**config.mk**
```make
export PLATFORM = sky130hd
export DESIGN_NAME = idts_drive_timing
export DESIGN_NICKNAME = d
export VERILOG_FILES = /design/src/idts_pkg.sv /design/src/idts_cycle_timer.sv /design/src/idts_drive_timing.sv
export SDC_FILE = /design/constraint.sdc
export NUM_CORES = 1
export LEC_CHECK = 0
export BUFFER_PORTS_ARGS = -buffer_cell sky130_fd_sc_hd__buf_2
export CORE_AREA = 2 2 88 90
export DETAILED_ROUTE_END_ITERATION = 7
export DIE_AREA = 0 0 90 92
export GPL_ROUTABILITY_DRIVEN = 0
export PLACE_DENSITY = 0.6
export SYNTH_ARGS = -nofsm -noshare
export SYNTH_HDL_FRONTEND = slang
export SYNTH_SLANG_ARGS = --single-unit
```
**constraint.sdc**
```tcl
create_clock -name clk -period 5.15 [get_ports clk]
set_input_delay 0.515 -clock clk [delete_from_list [all_inputs] [get_ports clk]]
set_output_delay 0.515 -clock clk [all_outputs]
set_load 0.02 [all_outputs]
```
**src/idts_pkg.sv**
```systemverilog
package idts_pkg;
    // Configuration byte offsets
    localparam logic [7:0] PRI_TIM_OFF = 8'h40;
    localparam logic [7:0] SEC_TIM_OFF = 8'h42;
    localparam logic [7:0] SLV_TIM_OFF = 8'h44;
    // Values after reset; bits 11:10 are reserved and read as zero
    localparam logic [15:0] CH_TIM_RST = 16'h0000;
    localparam logic [7:0] SLV_TIM_RST = 8'h00;
    localparam logic [15:0] CH_TIM_WMASK = 16'hF3FF;
    // Channel timing register fields
    localparam int FAST0_BIT = 0;
    localparam int RDY_EN0_BIT = 1;
    localparam int PREFETCH_POST_D0_BIT = 2;
    localparam int DMA_ONLY_FAST_D0_BIT = 3;
    localparam int FAST1_BIT = 4;
    localparam int RDY_EN1_BIT = 5;
    localparam int PREFETCH_POST_D1_BIT = 6;
    localparam int DMA_ONLY_FAST_D1_BIT = 7;
    localparam int RTC_LSB = 8;
    localparam int ISP_LSB = 12;
    localparam int SLAVE_TIMING_ENABLE_BIT = 14;
    // Slave timing register fields
    localparam int SLV_SEC_ISP_LSB = 6;
    localparam int SLV_SEC_RTC_LSB = 4;
    localparam int SLV_PRI_ISP_LSB = 2;
    localparam int SLV_PRI_RTC_LSB = 0;
    // Task file registers and drive select bit
    localparam logic [2:0] DATA_REG = 3'h0;
    localparam logic [2:0] DRVHEAD_REG = 3'h6;
    localparam int DRV_SEL_BIT = 4;
    // Clock counts: code 00 gives the base, each step one fewer
    localparam logic [2:0] ISP_BASE = 3'h5;
    localparam logic [2:0] RTC_BASE = 3'h4;
    typedef enum logic [2:0] {
        TS_IDLE = 3'h1,
        TS_ACTIVE = 3'h2,
        TS_RECOVER = 3'h4
    } idts_tstate_t;
    typedef enum logic [2:0] {
        PATH_COMPAT8 = 3'h1,
        PATH_COMPAT16 = 3'h2,
        PATH_FAST = 3'h4
    } idts_path_t;
endpackage

```
**src/idts_cycle_timer.sv**
```systemverilog
`timescale 1ns/1ps
`default_nettype none
module idts_cycle_timer (
    // Clock and reset
    input wire logic clk,
    input wire logic rst,
    // Cycle request
    input wire logic start,
    input wire logic [1:0] isp_code,
    input wire logic [1:0] rtc_code,
    input wire logic ready_en,
    // Drive side
    input wire logic iordy,
    output logic io_strobe_n,
    // Status
    output logic busy,
    output logic done
);
    typedef struct packed {
        idts_pkg::idts_tstate_t st;
        logic [2:0] cnt;
        logic [2:0] ready_sample_point;
        logic [2:0] rtc;
        logic ren;
        logic strobe_n;
        logic busy;
        logic done;
    } idts_tim_t;

    idts_tim_t s_r;
    idts_tim_t s_nxt;

    always_comb begin
        s_nxt = s_r;
        s_nxt.done = 1'b0;
        case (s_r.st)
            idts_pkg::TS_IDLE: begin
                if (start) begin
                    s_nxt.st = idts_pkg::TS_ACTIVE;
                    s_nxt.cnt = 3'h1;
                    s_nxt.strobe_n = 1'b0;
                    s_nxt.busy = 1'b1;
                    s_nxt.ready_sample_point = idts_pkg::ISP_BASE
                                - {1'b0, isp_code};
                    s_nxt.rtc = idts_pkg::RTC_BASE
                                - {1'b0, rtc_code};
                    s_nxt.ren = ready_en;
                end
            end
            idts_pkg::TS_ACTIVE: begin
                // A disabled sample enable reads as ready at the first point
                if (s_r.cnt >= s_r.ready_sample_point && (!s_r.ren || iordy)) begin
                    s_nxt.st = idts_pkg::TS_RECOVER;
                    s_nxt.cnt = 3'h1;
                    s_nxt.strobe_n = 1'b1;
                end else if (s_r.cnt < s_r.ready_sample_point) begin
                    s_nxt.cnt = s_r.cnt + 3'h1;
                end
            end
            idts_pkg::TS_RECOVER: begin
                // Next strobe cannot start before recovery has run out
                if (s_r.cnt >= s_r.rtc) begin
                    s_nxt.st = idts_pkg::TS_IDLE;
                    s_nxt.busy = 1'b0;
                    s_nxt.done = 1'b1;
                end else begin
                    s_nxt.cnt = s_r.cnt + 3'h1;
                end
            end
            default: begin
                s_nxt.st = idts_pkg::TS_IDLE;
                s_nxt.strobe_n = 1'b1;
                s_nxt.busy = 1'b0;
            end
        endcase
    end

    always_ff @(posedge clk or posedge rst) begin
        if (rst) begin
            s_r <= '{st: idts_pkg::TS_IDLE, cnt: 3'h0, ready_sample_point: 3'h0,
                     rtc: 3'h0, ren: 1'b0, strobe_n: 1'b1, busy: 1'b0,
                     done: 1'b0};
        end else begin
            s_r <= s_nxt;
        end
    end

    assign io_strobe_n = s_r.strobe_n;
    assign busy = s_r.busy;
    assign done = s_r.done;

    // Cycles the strobe has stood high, for the recovery check
    logic [3:0] gap_r;
    logic [2:0] last_rtc_r;
    always_ff @(posedge clk or posedge rst) begin
        if (rst) begin
            gap_r <= 4'h0;
            last_rtc_r <= 3'h0;
        end else begin
            gap_r <= s_r.strobe_n ? ((gap_r == 4'hF) ? gap_r : gap_r + 4'h1)
                                  : 4'h0;
            if (s_r.st == idts_pkg::TS_RECOVER) begin
                last_rtc_r <= s_r.rtc;
            end
        end
    end
endmodule
`default_nettype wire

```
**src/idts_drive_timing.sv**
```systemverilog
`timescale 1ns/1ps
`default_nettype none
// How it works
// - Keep recovery clocks after last sample; codes 00..11 give 4..1.
// - DMA-only bit gives the drive fast timing for DMA transfers only.
// - Prefetch/post bit: data-port reads prefetched, writes posted.
// - Sample enable clear forces internal ready at the first sample.
// - Drive 0 enable set and selected: ready sampled on every access.
// - Drive 1 qualification ambiguous; drive 1 selection used here.
// - Fast bank bit clear: data port uses 16-bit compatible path.
// - Drive 1 fast bit set, drive 1 selected: data port uses fast bank.
// - Drive 0 fast bit set, drive 0 selected: data port uses fast bank.
// - PIO data accesses get fast timing only while DMA-only bit is zero.
// - Non-data registers always use the 8-bit compatible path.
// - Slave register has no effect unless slave timing enable is set.
// - Secondary slave sample point codes 00..11 give 5..2 clocks.
// - First ready sample comes 5..2 clocks after strobe, by code.
// - Enable clear: both drives use channel values; set: slave's own.
module idts_drive_timing #(
    parameter bit SECONDARY = 1'b1
) (
    // Clock and reset
    input wire logic clk,
    input wire logic rst,
    // Configuration byte port
    input wire logic cfg_wr,
    input wire logic cfg_rd,
    input wire logic [7:0] cfg_addr,
    input wire logic [7:0] cfg_wdata,
    output logic [7:0] cfg_rdata,
    // Host access request
    input wire logic acc_req,
    input wire logic acc_write,
    input wire logic acc_dma,
    input wire logic [2:0] acc_reg,
    input wire logic [7:0] acc_wdata,
    output logic acc_done,
    // Timing choice for the current access
    output logic [2:0] access_path,
    output logic prefetch_en,
    output logic post_en,
    output logic drive_sel,
    // Drive cable
    input wire logic iordy,
    output logic io_strobe_n
);
    localparam logic [7:0] CH_LO_OFF =
        SECONDARY ? idts_pkg::SEC_TIM_OFF : idts_pkg::PRI_TIM_OFF;
    localparam logic [7:0] CH_HI_OFF = 8'(CH_LO_OFF + 8'h01);
    localparam int SLV_ISP_LSB =
        SECONDARY ? idts_pkg::SLV_SEC_ISP_LSB : idts_pkg::SLV_PRI_ISP_LSB;
    localparam int SLV_RTC_LSB =
        SECONDARY ? idts_pkg::SLV_SEC_RTC_LSB : idts_pkg::SLV_PRI_RTC_LSB;

    typedef struct packed {
        logic [15:0] ch_tim;
        logic [7:0] slv_tim;
        logic [7:0] rdata;
        logic drv;
        logic pend;
        logic start;
        logic [1:0] ready_sample_point;
        logic [1:0] rtc;
        logic ren;
        idts_pkg::idts_path_t path;
        logic prefetch;
        logic post;
        logic done;
    } idts_main_t;

    idts_main_t s_r;
    idts_main_t s_nxt;

    logic t_busy;
    logic t_done;
    logic taken;
    logic is_data;
    logic fast_cur;
    logic dte_cur;
    logic ie_cur;
    logic ppe_cur;
    logic use_slave;

    assign taken = acc_req && !s_r.pend;
    assign is_data = (acc_reg == idts_pkg::DATA_REG);
    // Per-drive fields picked by the tracked select
    assign fast_cur = s_r.drv ? s_r.ch_tim[idts_pkg::FAST1_BIT]
                              : s_r.ch_tim[idts_pkg::FAST0_BIT];
    assign dte_cur = s_r.drv ? s_r.ch_tim[idts_pkg::DMA_ONLY_FAST_D1_BIT]
                             : s_r.ch_tim[idts_pkg::DMA_ONLY_FAST_D0_BIT];
    // Drive 1 enable qualified by drive 1 being selected
    assign ie_cur = s_r.drv ? s_r.ch_tim[idts_pkg::RDY_EN1_BIT]
                            : s_r.ch_tim[idts_pkg::RDY_EN0_BIT];
    assign ppe_cur = s_r.drv ? s_r.ch_tim[idts_pkg::PREFETCH_POST_D1_BIT]
                             : s_r.ch_tim[idts_pkg::PREFETCH_POST_D0_BIT];
    assign use_slave = s_r.drv && s_r.ch_tim[idts_pkg::SLAVE_TIMING_ENABLE_BIT];

    always_comb begin
        s_nxt = s_r;
        s_nxt.start = 1'b0;
        s_nxt.done = t_done;
        if (cfg_wr) begin
            if (cfg_addr == CH_LO_OFF) begin
                s_nxt.ch_tim[7:0] = cfg_wdata;
            end else if (cfg_addr == CH_HI_OFF) begin
                s_nxt.ch_tim[15:8] = cfg_wdata & idts_pkg::CH_TIM_WMASK[15:8];
            end else if (cfg_addr == idts_pkg::SLV_TIM_OFF) begin
                s_nxt.slv_tim = cfg_wdata;
            end
        end
        if (cfg_rd) begin
            if (cfg_addr == CH_LO_OFF) begin
                s_nxt.rdata = s_r.ch_tim[7:0];
            end else if (cfg_addr == CH_HI_OFF) begin
                s_nxt.rdata = s_r.ch_tim[15:8];
            end else if (cfg_addr == idts_pkg::SLV_TIM_OFF) begin
                s_nxt.rdata = s_r.slv_tim;
            end else begin
                s_nxt.rdata = 8'h00;
            end
        end
        if (t_done) begin
            s_nxt.pend = 1'b0;
        end
        if (taken) begin
            s_nxt.pend = 1'b1;
            s_nxt.start = 1'b1;
            // Slave register only steers the slave, and only when enabled
            if (use_slave) begin
                s_nxt.ready_sample_point = s_r.slv_tim[SLV_ISP_LSB +: 2];
                s_nxt.rtc = s_r.slv_tim[SLV_RTC_LSB +: 2];
            end else begin
                s_nxt.ready_sample_point = s_r.ch_tim[idts_pkg::ISP_LSB +: 2];
                s_nxt.rtc = s_r.ch_tim[idts_pkg::RTC_LSB +: 2];
            end
            s_nxt.ren = ie_cur;
            if (!is_data) begin
                s_nxt.path = idts_pkg::PATH_COMPAT8;
            end else if (fast_cur && (acc_dma || !dte_cur)) begin
                s_nxt.path = idts_pkg::PATH_FAST;
            end else begin
                s_nxt.path = idts_pkg::PATH_COMPAT16;
            end
            s_nxt.prefetch = is_data && ppe_cur && !acc_write;
            s_nxt.post = is_data && ppe_cur && acc_write;
            // Select change applies from the next access on
            if (acc_write && acc_reg == idts_pkg::DRVHEAD_REG) begin
                s_nxt.drv = acc_wdata[idts_pkg::DRV_SEL_BIT];
            end
        end
    end

    always_ff @(posedge clk or posedge rst) begin
        if (rst) begin
            s_r <= '{ch_tim: idts_pkg::CH_TIM_RST,
                     slv_tim: idts_pkg::SLV_TIM_RST, rdata: 8'h00,
                     drv: 1'b0, pend: 1'b0, start: 1'b0, ready_sample_point: 2'h0,
                     rtc: 2'h0, ren: 1'b0, path: idts_pkg::PATH_COMPAT8,
                     prefetch: 1'b0, post: 1'b0, done: 1'b0};
        end else begin
            s_r <= s_nxt;
        end
    end

    idts_cycle_timer u_timer (
        .clk(clk),
        .rst(rst),
        .start(s_r.start),
        .isp_code(s_r.ready_sample_point),
        .rtc_code(s_r.rtc),
        .ready_en(s_r.ren),
        .iordy(iordy),
        .io_strobe_n(io_strobe_n),
        .busy(t_busy),
        .done(t_done)
    );

    assign cfg_rdata = s_r.rdata;
    assign acc_done = s_r.done;
    assign access_path = s_r.path;
    assign prefetch_en = s_r.prefetch;
    assign post_en = s_r.post;
    assign drive_sel = s_r.drv;
endmodule
`default_nettype wire

```
# ---- Word-level counts from Yosys, hierarchy flattened
# Index checks and enable logic that the tools add are counted.
dict set report word_totals {
  ff_bits 59
  elab_cells 91
  out_inout_bits 16
  in_bits 35
}
dict set report classes {
  bitwise 3
  n_eq_ne 12
  n_reduce_logical 25
  add_sub_neg 3
  mux 24
  n_lt_le_gt_ge 3
}
# cell n
set op_table {}
lappend op_table {{8-bit by 7-bit == test with 1-bit output, second input constant} 3}
lappend op_table {{8-bit 2-to-1 mux} 3}
lappend op_table {{3-bit 2-to-1 mux} 7}
lappend op_table {{3-bit one-hot mux with 3 select lines} 2}
lappend op_table {{15-bit 2-to-1 mux} 1}
lappend op_table {{12-bit 2-to-1 mux} 1}
lappend op_table {{3-bit AND reduction} 3}
lappend op_table {{1-bit logical AND} 8}
lappend op_table {{1-bit 2-to-1 mux} 8}
lappend op_table {{4-bit AND reduction} 2}
lappend op_table {{3-bit == test, second input constant} 2}
lappend op_table {{3-bit greater-or-equal comparator} 2}
lappend op_table {{2-bit AND reduction} 3}
lappend op_table {{3-bit by 2-bit subtractor with 3-bit output, first input constant} 2}
lappend op_table {{1-bit logical NOT} 4}
lappend op_table {{4-bit 2-to-1 mux} 1}
lappend op_table {{2-bit by 1-bit inequality test with 1-bit output, second input constant} 2}
lappend op_table {{2-bit inequality test, second input constant} 2}
lappend op_table {{3-bit by 1-bit adder with 3-bit output, second input constant} 1}
lappend op_table {{3-bit by 1-bit == test with 1-bit output, second input constant} 1}
lappend op_table {{3-bit by 2-bit == test with 1-bit output, second input constant} 1}
lappend op_table {{3-bit logical NOT} 1}
lappend op_table {{3-bit less-than comparator} 1}
lappend op_table {{3-bit by 1-bit inequality test with 1-bit output, second input constant} 1}
lappend op_table {{5 further kinds} 8}

# ---- Logic depth before layout (Yosys ltp)
# Gate-level depths: netlist of run 1.
dict set report depth {
  word_depth 7
  depth_mapped 7
  mapped_depth_nobuf 7
}

# ---- Modules after synthesis
# A second synthesis of run 1 with hierarchy kept.
dict set report unflattened {
  cells_unflattened 263
  area_unflattened_um2 2892.8
}
# module n_inst cells_each area_per_inst_um2 seq_area_each_um2
set by_module_without_submodules {}
lappend by_module_without_submodules {idts_drive_timing 1 169 1996.9 1102.3}
lappend by_module_without_submodules {idts_cycle_timer 1 94 895.9 402.9}

# ---- Least setup slack after synthesis of run 1
# No wires, ideal clock.
dict set report synth_timing {
  path_type {reg2reg}
  from {register u_timer.s_r[10] (netlist bit)}
  to {register u_timer.s_r[10] (netlist bit)}
  path_slack_ns 3.244
  required_ns 5.071
  path_buffers 0
  stages_incl_launch_ff 8
  setup_time_ns 0.079
  synth_period_minus_slack_ns 1.906
  t_arrival_ns 1.827
  path_cell_list {dfrtp_1 > inv_1 > ha_1 > nand2b_1 > a211oi_1 > o21ai_0 > o21ai_2 > mux2i_1}
}
dict set report synth_via {
  elab_chain_cells 4
  word_cells_on_any_way 12
  cone_classes {1 x add/sub; 3 x order compare; 2 x eq/ne; 4 x mux; 2 x reduce/logical}
}
# element line_no
set synth_rtl {}
lappend synth_rtl {{start, declared} idts_cycle_timer.sv:30} ;# idts_tim_t s_r;
lappend synth_rtl {{start signal, assigned} idts_cycle_timer.sv:80} ;# s_r <= '{st: idts_pkg::TS_IDLE, cnt: 3'h0, ready_sample_point: 3'h0,
lappend synth_rtl {{start signal, assigned} idts_cycle_timer.sv:84} ;# s_r <= s_nxt;
lappend synth_rtl {{3-bit by 1-bit adder with 3-bit output / 3-bit greater-or-equal comparator (equally long branches)} {idts_cycle_timer.sv:57, idts_cycle_timer.sv:67, idts_cycle_timer.sv:52}}
lappend synth_rtl {{3-bit 2-to-1 mux / 1-bit logical AND (equally long branches)} {idts_cycle_timer.sv:56, idts_cycle_timer.sv:52}}
lappend synth_rtl {{3-bit 2-to-1 mux / 3-bit by 1-bit inequality test with 1-bit output (equally long branches)} -}
lappend synth_rtl {{3-bit one-hot mux with 3 select lines / 4-bit AND reduction (equally long branches)} -}
# Parallel ways exist; a longest one is shown, timed or not. The select of a mux whose other input is x is not followed.
# A chain may end at the register's enable or synchronous reset.

# ---- Final worst setup path of run 1
dict set report layout_timing {
  from {register u_timer.s_r[10] (netlist bit)}
  to {register u_timer.s_r[11] (netlist bit)}
}
# Same word-level chain as after synthesis.

==> results.yml, run 1 <==
timing:
  hold_viol: 0
  period_needed_ps: 2210
  achievable-frequency_ghz: 0.452
  rsz0062_at_grt: "false"
  period_share_pct: 43.0
  maxSlewHeadroom_pct: 50.7
  finalSetupViolCount: 0
  slew_viol_final: 0
  tightest_slew_ps: 740
  finalWorstSetupSlack_ps: 2940
  finClkSkew_ps: 6.88
  fin_setup_tns_ps: 0
detailed_routing:
  wl_per_cell_um: 14.0
  drtAntennaViolNets: 0
  via_per_inst: 4.88
  remaining_drc_errors: 0
  first_iter_violations: 94
  vias: 1988
  first_pass_iters: 4
  routed_wl_um: 5710
power_and_ir_drop:
  ir_drop_mv: 0.123
  p_leak_nw: 1.61
  p_per_area_nw_per_um2: 280
floorplanning:
  core_area_um2: 7450
  die_w_um: 90
  start_util_pct: 38.3
  row_count: 32
  ioPinCount: 51
  fp.dieH_um: 92
  die_area_um2: 8280
synthesis:
  ys_top_cells_by_count: "dfrtp_1 (56), o21ai_0 (28), nand2_1 (22), inv_1 (21), mux2_2 (20)"
  synth-seq-cells: 59
  yosysMostFrequentCell: "dfrtp_1"
  ys_seq_area_share_pct: 51.9
  yosysUniqueCellTypes: 44
  synth_ff_type: "dfrtp_1"
  syn_area_per_cell_um2: 10.9
  synth_edf_count: 0
  synth.area.top_cells: "dfrtp_1 (49%), mux2_2 (7.9%), o21ai_0 (4.9%), ha_1 (3.5%), mux2_1 (3.2%)"
  synth_top_area_share_pct: 49.1
  syn-instance-count: 262
  synth_area_um2: 2850
  syn-num-nets: 305
  async_flop_share_pct: 100
  yosysWarnings: 0
  synth_top_area_cell: "dfrtp_1"
clock_network:
  htree_levels: 3
  cts_resized: 0
  postCtsSetupBuffers: 0
  holdBufCountCts: 0
  clock_latency_ps: 340
  cts_root_buffer: "clkbuf_8"
  cts_sinks: 59
  cts_tree: "done"
  cts_buffer_depth: 2
  path_clk_slew_ps: 70
  numCtsBuffers: 9
finish:
  postLayoutCoreUtil_pct: 44.0
  n_fill_cell: 763
  antenna_cells: 0
  drive_gt1_share_pct: 28.2
  area_growth_pct: 15.0
  register_area_um2: 1480
  nNetsFinal: 343
  multi_input_area_um2: 1170
global_routing:
  grt_pass1_vias: 2068
  grt_max_degree: 60
  grt_overflow: 0
  grt_use_total_pct: 15.1
  grt_pass1_wl_um: 9750
  antenna_found_initial: 0
run:
  cap_viol_max_count: 0
hold_path:
  hold_class: "in2async"
placement:
  dpl.hpwl_um: 4070
  portBuffers: 43
  pre_cts_ws_ps: 2700
worst_setup_path:
  arrival_ps: 2470
  critPathKind: "reg2reg"
  crit_fanout: 4
  r2r-start: "u_timer.s_r[10]"
  cp.required_ps: 5410
  rrSetupSlack_ps: 2940
  end_kind: "flip-flop"
  r2r-end: "u_timer.s_r[11]"
  cp-start-kind: "flip-flop"
  worstRegToRegCells: 7
status:
  outcome: "completed"
[cells by family after synthesis]
kind of cell,share of synthesized area (%)
AOI/OAI and AO/OA,12.9
DFF,51.9
and+or+nand+nor,10.8
buffers and inverters,7.02
muxes,13.9
adders and majority gates,3.51
[layout make-up]
type                       count  area share, %
timing repair buffer          45           7.02
clock buffer                  13           5.15
clock inverter                 3          0.649
inverter                      21           2.40
tap                          102           3.89
multi-input combinational    164           35.7
sequential                    59           45.2
[routing by layer]
layer	vias up	global-route usage (%)	wire, um
met2	29	25.1	2950
met5	-	0	0
met4	0	6.15	82
met1	963	18.5	2490
met3	6	4.52	189
li1	990	-	-
[worst max-delay path: stages (launching register included)]
cell and delay, ps:
dfrtp_1 390, inv_1 120, ha_1 240, nand2b_1 130, a211oi_1 420, o21ai_0 330, o21ai_2 300, mux2i_1 210
[state kept, by name (all words and copies together), names as in the netlist]
register / flops
post_en: 1
u_timer.io_strobe_n: 1
u_timer.s_r: 13
acc_done: 1
s_r: 29
drive_sel: 1
access_path: 3
prefetch_en: 1
cfg_rdata: 8
u_timer.done: 1
[worst max-delay path by stage]
stage | startpoint | endpoint | slack [ps] | cells past startpoint
6_report | u_timer.s_r[10] | u_timer.s_r[11] | 2940 | 7
3_3_place_gp | cfg_addr[5] | s_r[25] | 2750 | 6
4_1_cts | u_timer.s_r[10] | u_timer.s_r[11] | 2900 | 7
5_1_grt | u_timer.s_r[10] | u_timer.s_r[11] | 2770 | 7
3_5_place_dp | cfg_addr[5] | s_r[23] | 2700 | 6
2_1_floorplan | rst | acc_done | 3180 | 1
[where the power goes]
| group | total, mW | internal (mW) | switching, mW |
|---|---|---|---|
| sequential | 0.478 | 0.472 | 0.00579 |
| clock | 0.397 | 0.214 | 0.183 |
| combinational | 0.0425 | 0.0179 | 0.0247 |
[through the flow]
step / hold slack (ps) / total power, mW / std cells / cell area (um2)
after floorplan: 349 / 0.508 / 262 / 2850
after global placement: 361 / 0.529 / 391 / 3090
after detailed placement: 362 / 0.530 / 391 / 3090
after CTS: 372 / 0.929 / 407 / 3280
after global routing: 376 / 0.955 / 407 / 3280
final: 374 / 0.917 / 407 / 3280
[cell usage in the layout, fill, tap and decap left out, drive strengths merged, types with 2 or more instances in the layout]
| cell type | netlist | final |
|---|---|---|
| nand2 | 22 | 22 |
| o21ai | 29 | 29 |
| nor2b | 4 | 4 |
| mux2 | 28 | 28 |
| a211oi | 2 | 2 |
| dfrtp | 56 | 56 |
| mux2i | 8 | 8 |
| clkinv | 0 | 2 |
| a22o | 3 | 3 |
| o22ai | 2 | 2 |
| nand3 | 3 | 3 |
| clkbuf | 2 | 13 |
| nor2 | 10 | 10 |
| nand2b | 3 | 3 |
| nor3b | 4 | 4 |
| o31ai | 2 | 2 |
| a21oi | 15 | 15 |
| dfstp | 3 | 3 |
| buf | 16 | 45 |
| inv | 21 | 21 |
| ha | 8 | 8 |
| o211ai | 2 | 2 |
No activity file was read; power rests on OpenSTA's default activity.
==> run 2: changes to the inputs <==
--- a/config.mk
+++ b/config.mk
@@ -10,7 +10,7 @@
 export DETAILED_ROUTE_END_ITERATION = 7
 export DIE_AREA = 0 0 90 92
 export GPL_ROUTABILITY_DRIVEN = 0
-export PLACE_DENSITY = 0.6
+export PLACE_DENSITY = 0.62
 export SYNTH_ARGS = -nofsm -noshare
 export SYNTH_HDL_FRONTEND = slang
 export SYNTH_SLANG_ARGS = --single-unit
==> constraint.sdc (replaced) <==
create_clock -name clk -period 1.84 [get_ports clk]
set_input_delay 0.184 -clock clk [delete_from_list [all_inputs] [get_ports clk]]
set_output_delay 0.184 -clock clk [all_outputs]
set_load 0.02 [all_outputs]
==> results.yml, run 2 (synthesis results as in run 1) <==
status:
  outcome: "completed"
placement:
  placed_cells: 409
  dpl.hpwl_um: 4390
  portBuffers: 43
timing:
  maxSlewHeadroom_pct: 61.4
  period_share_pct: 94.9
  whs_ps: 67.7
  rsz0062_at_grt: "true"
  hold_viol: 0
  achievable-frequency_ghz: 0.573
  fin_setup_tns_ps: 0
  tightest_slew_ps: 579
  finalSetupViolCount: 0
  slew_viol_final: 0
  period_needed_ps: 1750
  finClkSkew_ps: 8.33
detailed_routing:
  routed_wl_um: 6130
  remaining_drc_errors: 0
  first_pass_iters: 4
  wl_per_cell_um: 14.3
  vias: 2118
  first_iter_violations: 135
  via_per_inst: 4.95
  drtAntennaViolNets: 0
finish:
  top_register: "s_r"
  final_cell_mix: "dfrtp_1 (55), buf_2 (43), o21ai_0 (26)"
  area_growth_pct: 25.7
  postLayoutCoreUtil_pct: 48.1
  drive_gt1_share_pct: 36.8
  final_common_cell: "dfrtp_1"
  nNetsFinal: 364
  final_cells: 428
  antenna_cells: 0
  largest_register_ffs: 29
worst_setup_path:
  rrSetupSlack_ps: 90
  cp-start-kind: "flip-flop"
  critPathKind: "reg2reg"
  worstRegToRegCells: 8
  max_stage_delay_ps: 390
  path_delay_family: "compound AO/OA/AOI/OAI gates"
  end_kind: "flip-flop"
  path_buf_inv: 2
  arrival_ps: 2000
  r2r-start: "u_timer.s_r[10]"
  crit_chain: "inv_2, ha_4, nand2b_4, a211oi_4, buf_4, o31ai_2, o221ai_1, o2bb2ai_1"
  cp.required_ps: 2100
  crit_fanout: 3
  crit_slowest_cell: "dfrtp_1"
  r2r-end: "u_timer.s_r[12]"
global_routing:
  grt_use_total_pct: 15.7
  grt_max_degree: 27
  antenna_found_initial: 0
  grt_pass1_vias: 2103
  grt_pass1_wl_um: 10200
  grt_overflow: 0
run:
  cap_viol_max_count: 0
power_and_ir_drop:
  p_per_area_nw_per_um2: 787
  p_leak_nw: 1.73
  power.total_mw: 2.82
  ir_drop_mv: 0.449
clock_network:
  cts_tree: "done"
  cts_sinks: 59
  numCtsBuffers: 9
  cts_root_buffer: "clkbuf_8"
  clock_latency_ps: 340
  cts_buffer_depth: 2
  htree_levels: 3
  path_clk_slew_ps: 70
hold_path:
  min_to: "prefetch_en"
  min_path_cells: 2
  min_from: "acc_write"
  hold_class: "in2reg"
floorplanning:
  start_util_pct: 38.3
  core_area_um2: 7450
  fp.dieH_um: 92
  row_count: 32
  die_w_um: 90
  ioPinCount: 51
  die_area_um2: 8280
[run 2: changes by cell type in the layout (fill, tap and decap cells not counted), sizes merged]
cell and change:
buf +20, bufinv +2, clkbuf -1, clkinv -1
dlygate4sd3 +1
[run 2: routing by layer]
layer,routed length (um),global-route usage [%]
met1,2720,20.3
met2,3030,24.9
met3,240,3.78
met4,131,7.44
met5,0,0
[run 2: how the worst max path moves through the flow]
| stage | startpoint | end | slack (ps) | cells after the start |
|---|---|---|---|---|
| floorplan | u_timer.s_r[10] | u_timer.s_r[10] | 90 | 7 |
| global placement | u_timer.s_r[6] | u_timer.s_r[12] | 7 | 8 |
| detailed placement | u_timer.s_r[12] | u_timer.s_r[12] | -2 | 7 |
| CTS | u_timer.s_r[10] | u_timer.s_r[10] | 5 | 7 |
| global route | u_timer.s_r[6] | u_timer.s_r[12] | -30 | 8 |
| finish | u_timer.s_r[10] | u_timer.s_r[12] | 90 | 8 |
[run 2: final cells by class]
| class | count | area, um2 |
|---|---|---|
| Sequential cell | 59 | 1480 |
| Fill cell | 733 | 3860 |
| Clock inverter | 4 | 72.6 |
| Clock buffer | 12 | 155 |
| Tap cell | 102 | 128 |
| Multi-Input combinational cell | 164 | 1260 |
| Timing Repair Buffer | 66 | 403 |
| Inverter | 21 | 78.8 |
[run 2: metrics by stage]
step                      setup slack (ps)  instance area [um2]
after CTS                             5.38                 3480
after detailed placement             -1.88                 3240
final                                 93.6                 3580
after global routing                 -25.8                 3580
after global placement                6.54                 3240
after floorplan                       92.5                 2860
[run 2: repair_timing]
action / 4_1_cts / 5_1_grt
hold buffers: 1 / 0
gates resized for setup: 2 / 14
setup endpoints to repair: 2 / 3
endpoints found under the hold margin: 21 / 0
pin swaps: 0 / 7
setup buffers: 0 / 2
[run 2: power by group]
group | internal [mW] | switching [mW]
clock | 0.835 | 0.516
sequential | 1.32 | 0.0165
combinational | 0.0592 | 0.0743
total | 2.21 | 0.607
==> run 3: changes to the inputs <==
--- a/config.mk
+++ b/config.mk
@@ -5,10 +5,11 @@
 export SDC_FILE = /design/constraint.sdc
 export NUM_CORES = 1
 export LEC_CHECK = 0
+export ABC_AREA = 1
 export BUFFER_PORTS_ARGS = -buffer_cell sky130_fd_sc_hd__buf_2
-export CORE_AREA = 2 2 88 90
+export CORE_AREA = 2 2 90 92
 export DETAILED_ROUTE_END_ITERATION = 7
-export DIE_AREA = 0 0 90 92
+export DIE_AREA = 0 0 92 94
 export GPL_ROUTABILITY_DRIVEN = 0
 export PLACE_DENSITY = 0.62
 export SYNTH_ARGS = -nofsm -noshare
==> results.yml, run 3 <==
status:
  outcome: "completed"
power_and_ir_drop:
  p_per_area_nw_per_um2: 766
  p_leak_nw: 1.86
  power.total_mw: 2.65
  ir_drop_mv: 0.383
floorplanning:
  core_area_um2: 7610
  die_area_um2: 8650
  die_w_um: 92
  row_count: 32
  ioPinCount: 51
  start_util_pct: 39.5
  fp.dieH_um: 94
timing:
  finalWorstSetupSlack_ps: 215
  finalSetupViolCount: 0
  fin_setup_tns_ps: 0
  achievable-frequency_ghz: 0.615
  rsz0062_at_grt: "false"
  tightest_slew_ps: 387
  period_needed_ps: 1630
  slew_viol_final: 0
  maxSlewHeadroom_pct: 74.1
  finClkSkew_ps: 5.50
  hold_viol: 0
  period_share_pct: 88.3
  whs_ps: 86.7
synthesis:
  async_flop_share_pct: 100
  ys_top_cells_by_count: "nand2_1 (93), dfrtp_1 (56), nand3_1 (41), inv_1 (37), o21ai_2 (19)"
  synth_ff_type: "dfrtp_1"
  synth_top_area_cell: "dfrtp_1"
  synth.area.top_cells: "dfrtp_1 (47%), nand2_1 (12%), nand3_1 (6.8%), o21ai_2 (5.5%), inv_1 (4.6%)"
  synth_edf_count: 0
  synth-seq-cells: 59
  yosysWarnings: 0
  ys_seq_area_share_pct: 49.3
  syn-instance-count: 348
  yosysMostFrequentCell: "nand2_1"
  syn_area_per_cell_um2: 8.63
  synth_area_um2: 3000
  yosysUniqueCellTypes: 32
  syn-num-nets: 391
  synth_top_area_share_pct: 46.7
detailed_routing:
  first_pass_iters: 7
  vias: 2330
  remaining_drc_errors: 0
  wl_per_cell_um: 11.8
  drtAntennaViolNets: 0
  routed_wl_um: 5880
  first_iter_violations: 107
  via_per_inst: 4.69
placement:
  post_dp_cell_area_um2: 3260
  placed_cells: 480
  portBuffers: 43
  dpl.hpwl_um: 4370
  pre_cts_ws_ps: 218
finish:
  final_common_cell: "nand2_1"
  antenna_cells: 0
  drive_gt1_share_pct: 26.6
  multi_input_area_um2: 1210
  largest_register_ffs: 29
  nNetsFinal: 433
  n_fill_cell: 770
  area_growth_pct: 15.3
  register_area_um2: 1480
  fin_area_um2: 3460
  top_register: "s_r"
  final_cells: 497
  final_cell_mix: "nand2_1 (93), dfrtp_1 (56), buf_2 (43)"
  postLayoutCoreUtil_pct: 45.5
clock_network:
  clock_latency_ps: 320
  cts_sinks: 59
  cts_buffer_depth: 2
  path_clk_slew_ps: 60
  numCtsBuffers: 9
  cts_resized: 0
  cts_root_buffer: "clkbuf_8"
  cts_tree: "done"
  htree_levels: 3
  postCtsSetupBuffers: 0
global_routing:
  antenna_found_initial: 0
  grt_pass1_wl_um: 10100
  top_usage_layer: "met2"
  grt_overflow: 0
  grt_use_total_pct: 14.8
  grt_util_met2_pct: 23.7
  grt_pass1_vias: 2190
  met1_usage_pct: 19.3
  grt_max_degree: 60
  use_met3_pct: 3.05
worst_setup_path:
  arrival_ps: 1890
  crit_fanout: 4
  cp-start-kind: "flip-flop"
  critPathKind: "reg2reg"
  end_kind: "flip-flop"
  cp.required_ps: 2100
hold_path:
  hold_class: "in2reg"
run:
  cap_viol_max_count: 0
run 3: power breakdown:
part | internal (mW) | total (mW) | leakage (nW) | switching, mW
Sequential | 1.33 | 1.35 | 0.775 | 0.0229
Combinational | 0.0594 | 0.159 | 0.984 | 0.0992
Clock | 0.655 | 1.14 | 0.0991 | 0.485
run 3: layout make-up:
cell class | count | area share (%)
sequential | 59 | 42.8
multi-input combinational | 226 | 35.1
timing repair buffer | 48 | 7.74
inverter | 46 | 5.13
clock buffer | 11 | 4.09
tap | 102 | 3.69
clock inverter | 5 | 1.52
run 3: critical path, cell delays in order, from the launching register on:
cell     delay, ps
dfrtp_1        440
ha_1           330
a21oi_1        150
nand3_1        100
nand2_1        130
nand3_1        100
nor2_1         180
nand2_1         80
nand2_1         60
run 3: path summary, 6_finish.rpt:
kind / from / end / slack, ps / depth (start not counted)
max reg2reg: u_timer.s_r[12] / u_timer.s_r[12] / 210 / 8
min: acc_write / prefetch_en / 90 / 2
min in group asynchronous: rst / acc_done / 460 / 4
min reg2reg: u_timer.done / acc_done / 400 / 0
max: u_timer.s_r[12] / u_timer.s_r[12] / 210 / 8
max in group asynchronous: rst / access_path[0] / 1080 / 4
run 3: routing by layer:
layer  part of all wire, %  up-vias
met3                   3.6        6
li1                      -     1200
met5                     0        -
met2                    49       45
met1                    46     1079
met4                   1.2        0
run 3: cell families after synthesis:
group	Yosys count	share of synthesized area, %
and+or+nand+nor	164	25.1
buffers and inverters	63	10.3
DFF	59	49.3
AOI/OAI and AO/OA	52	11.4
adders and majority gates	8	3.33
xor gates and xnor gates	1	0.292
muxes	1	0.333
run 3: what timing repair did:
action	in CTS	in global routing
hold endpoints to repair	56	0
endpoints found under the setup margin	0	0
hold buffers	1	0
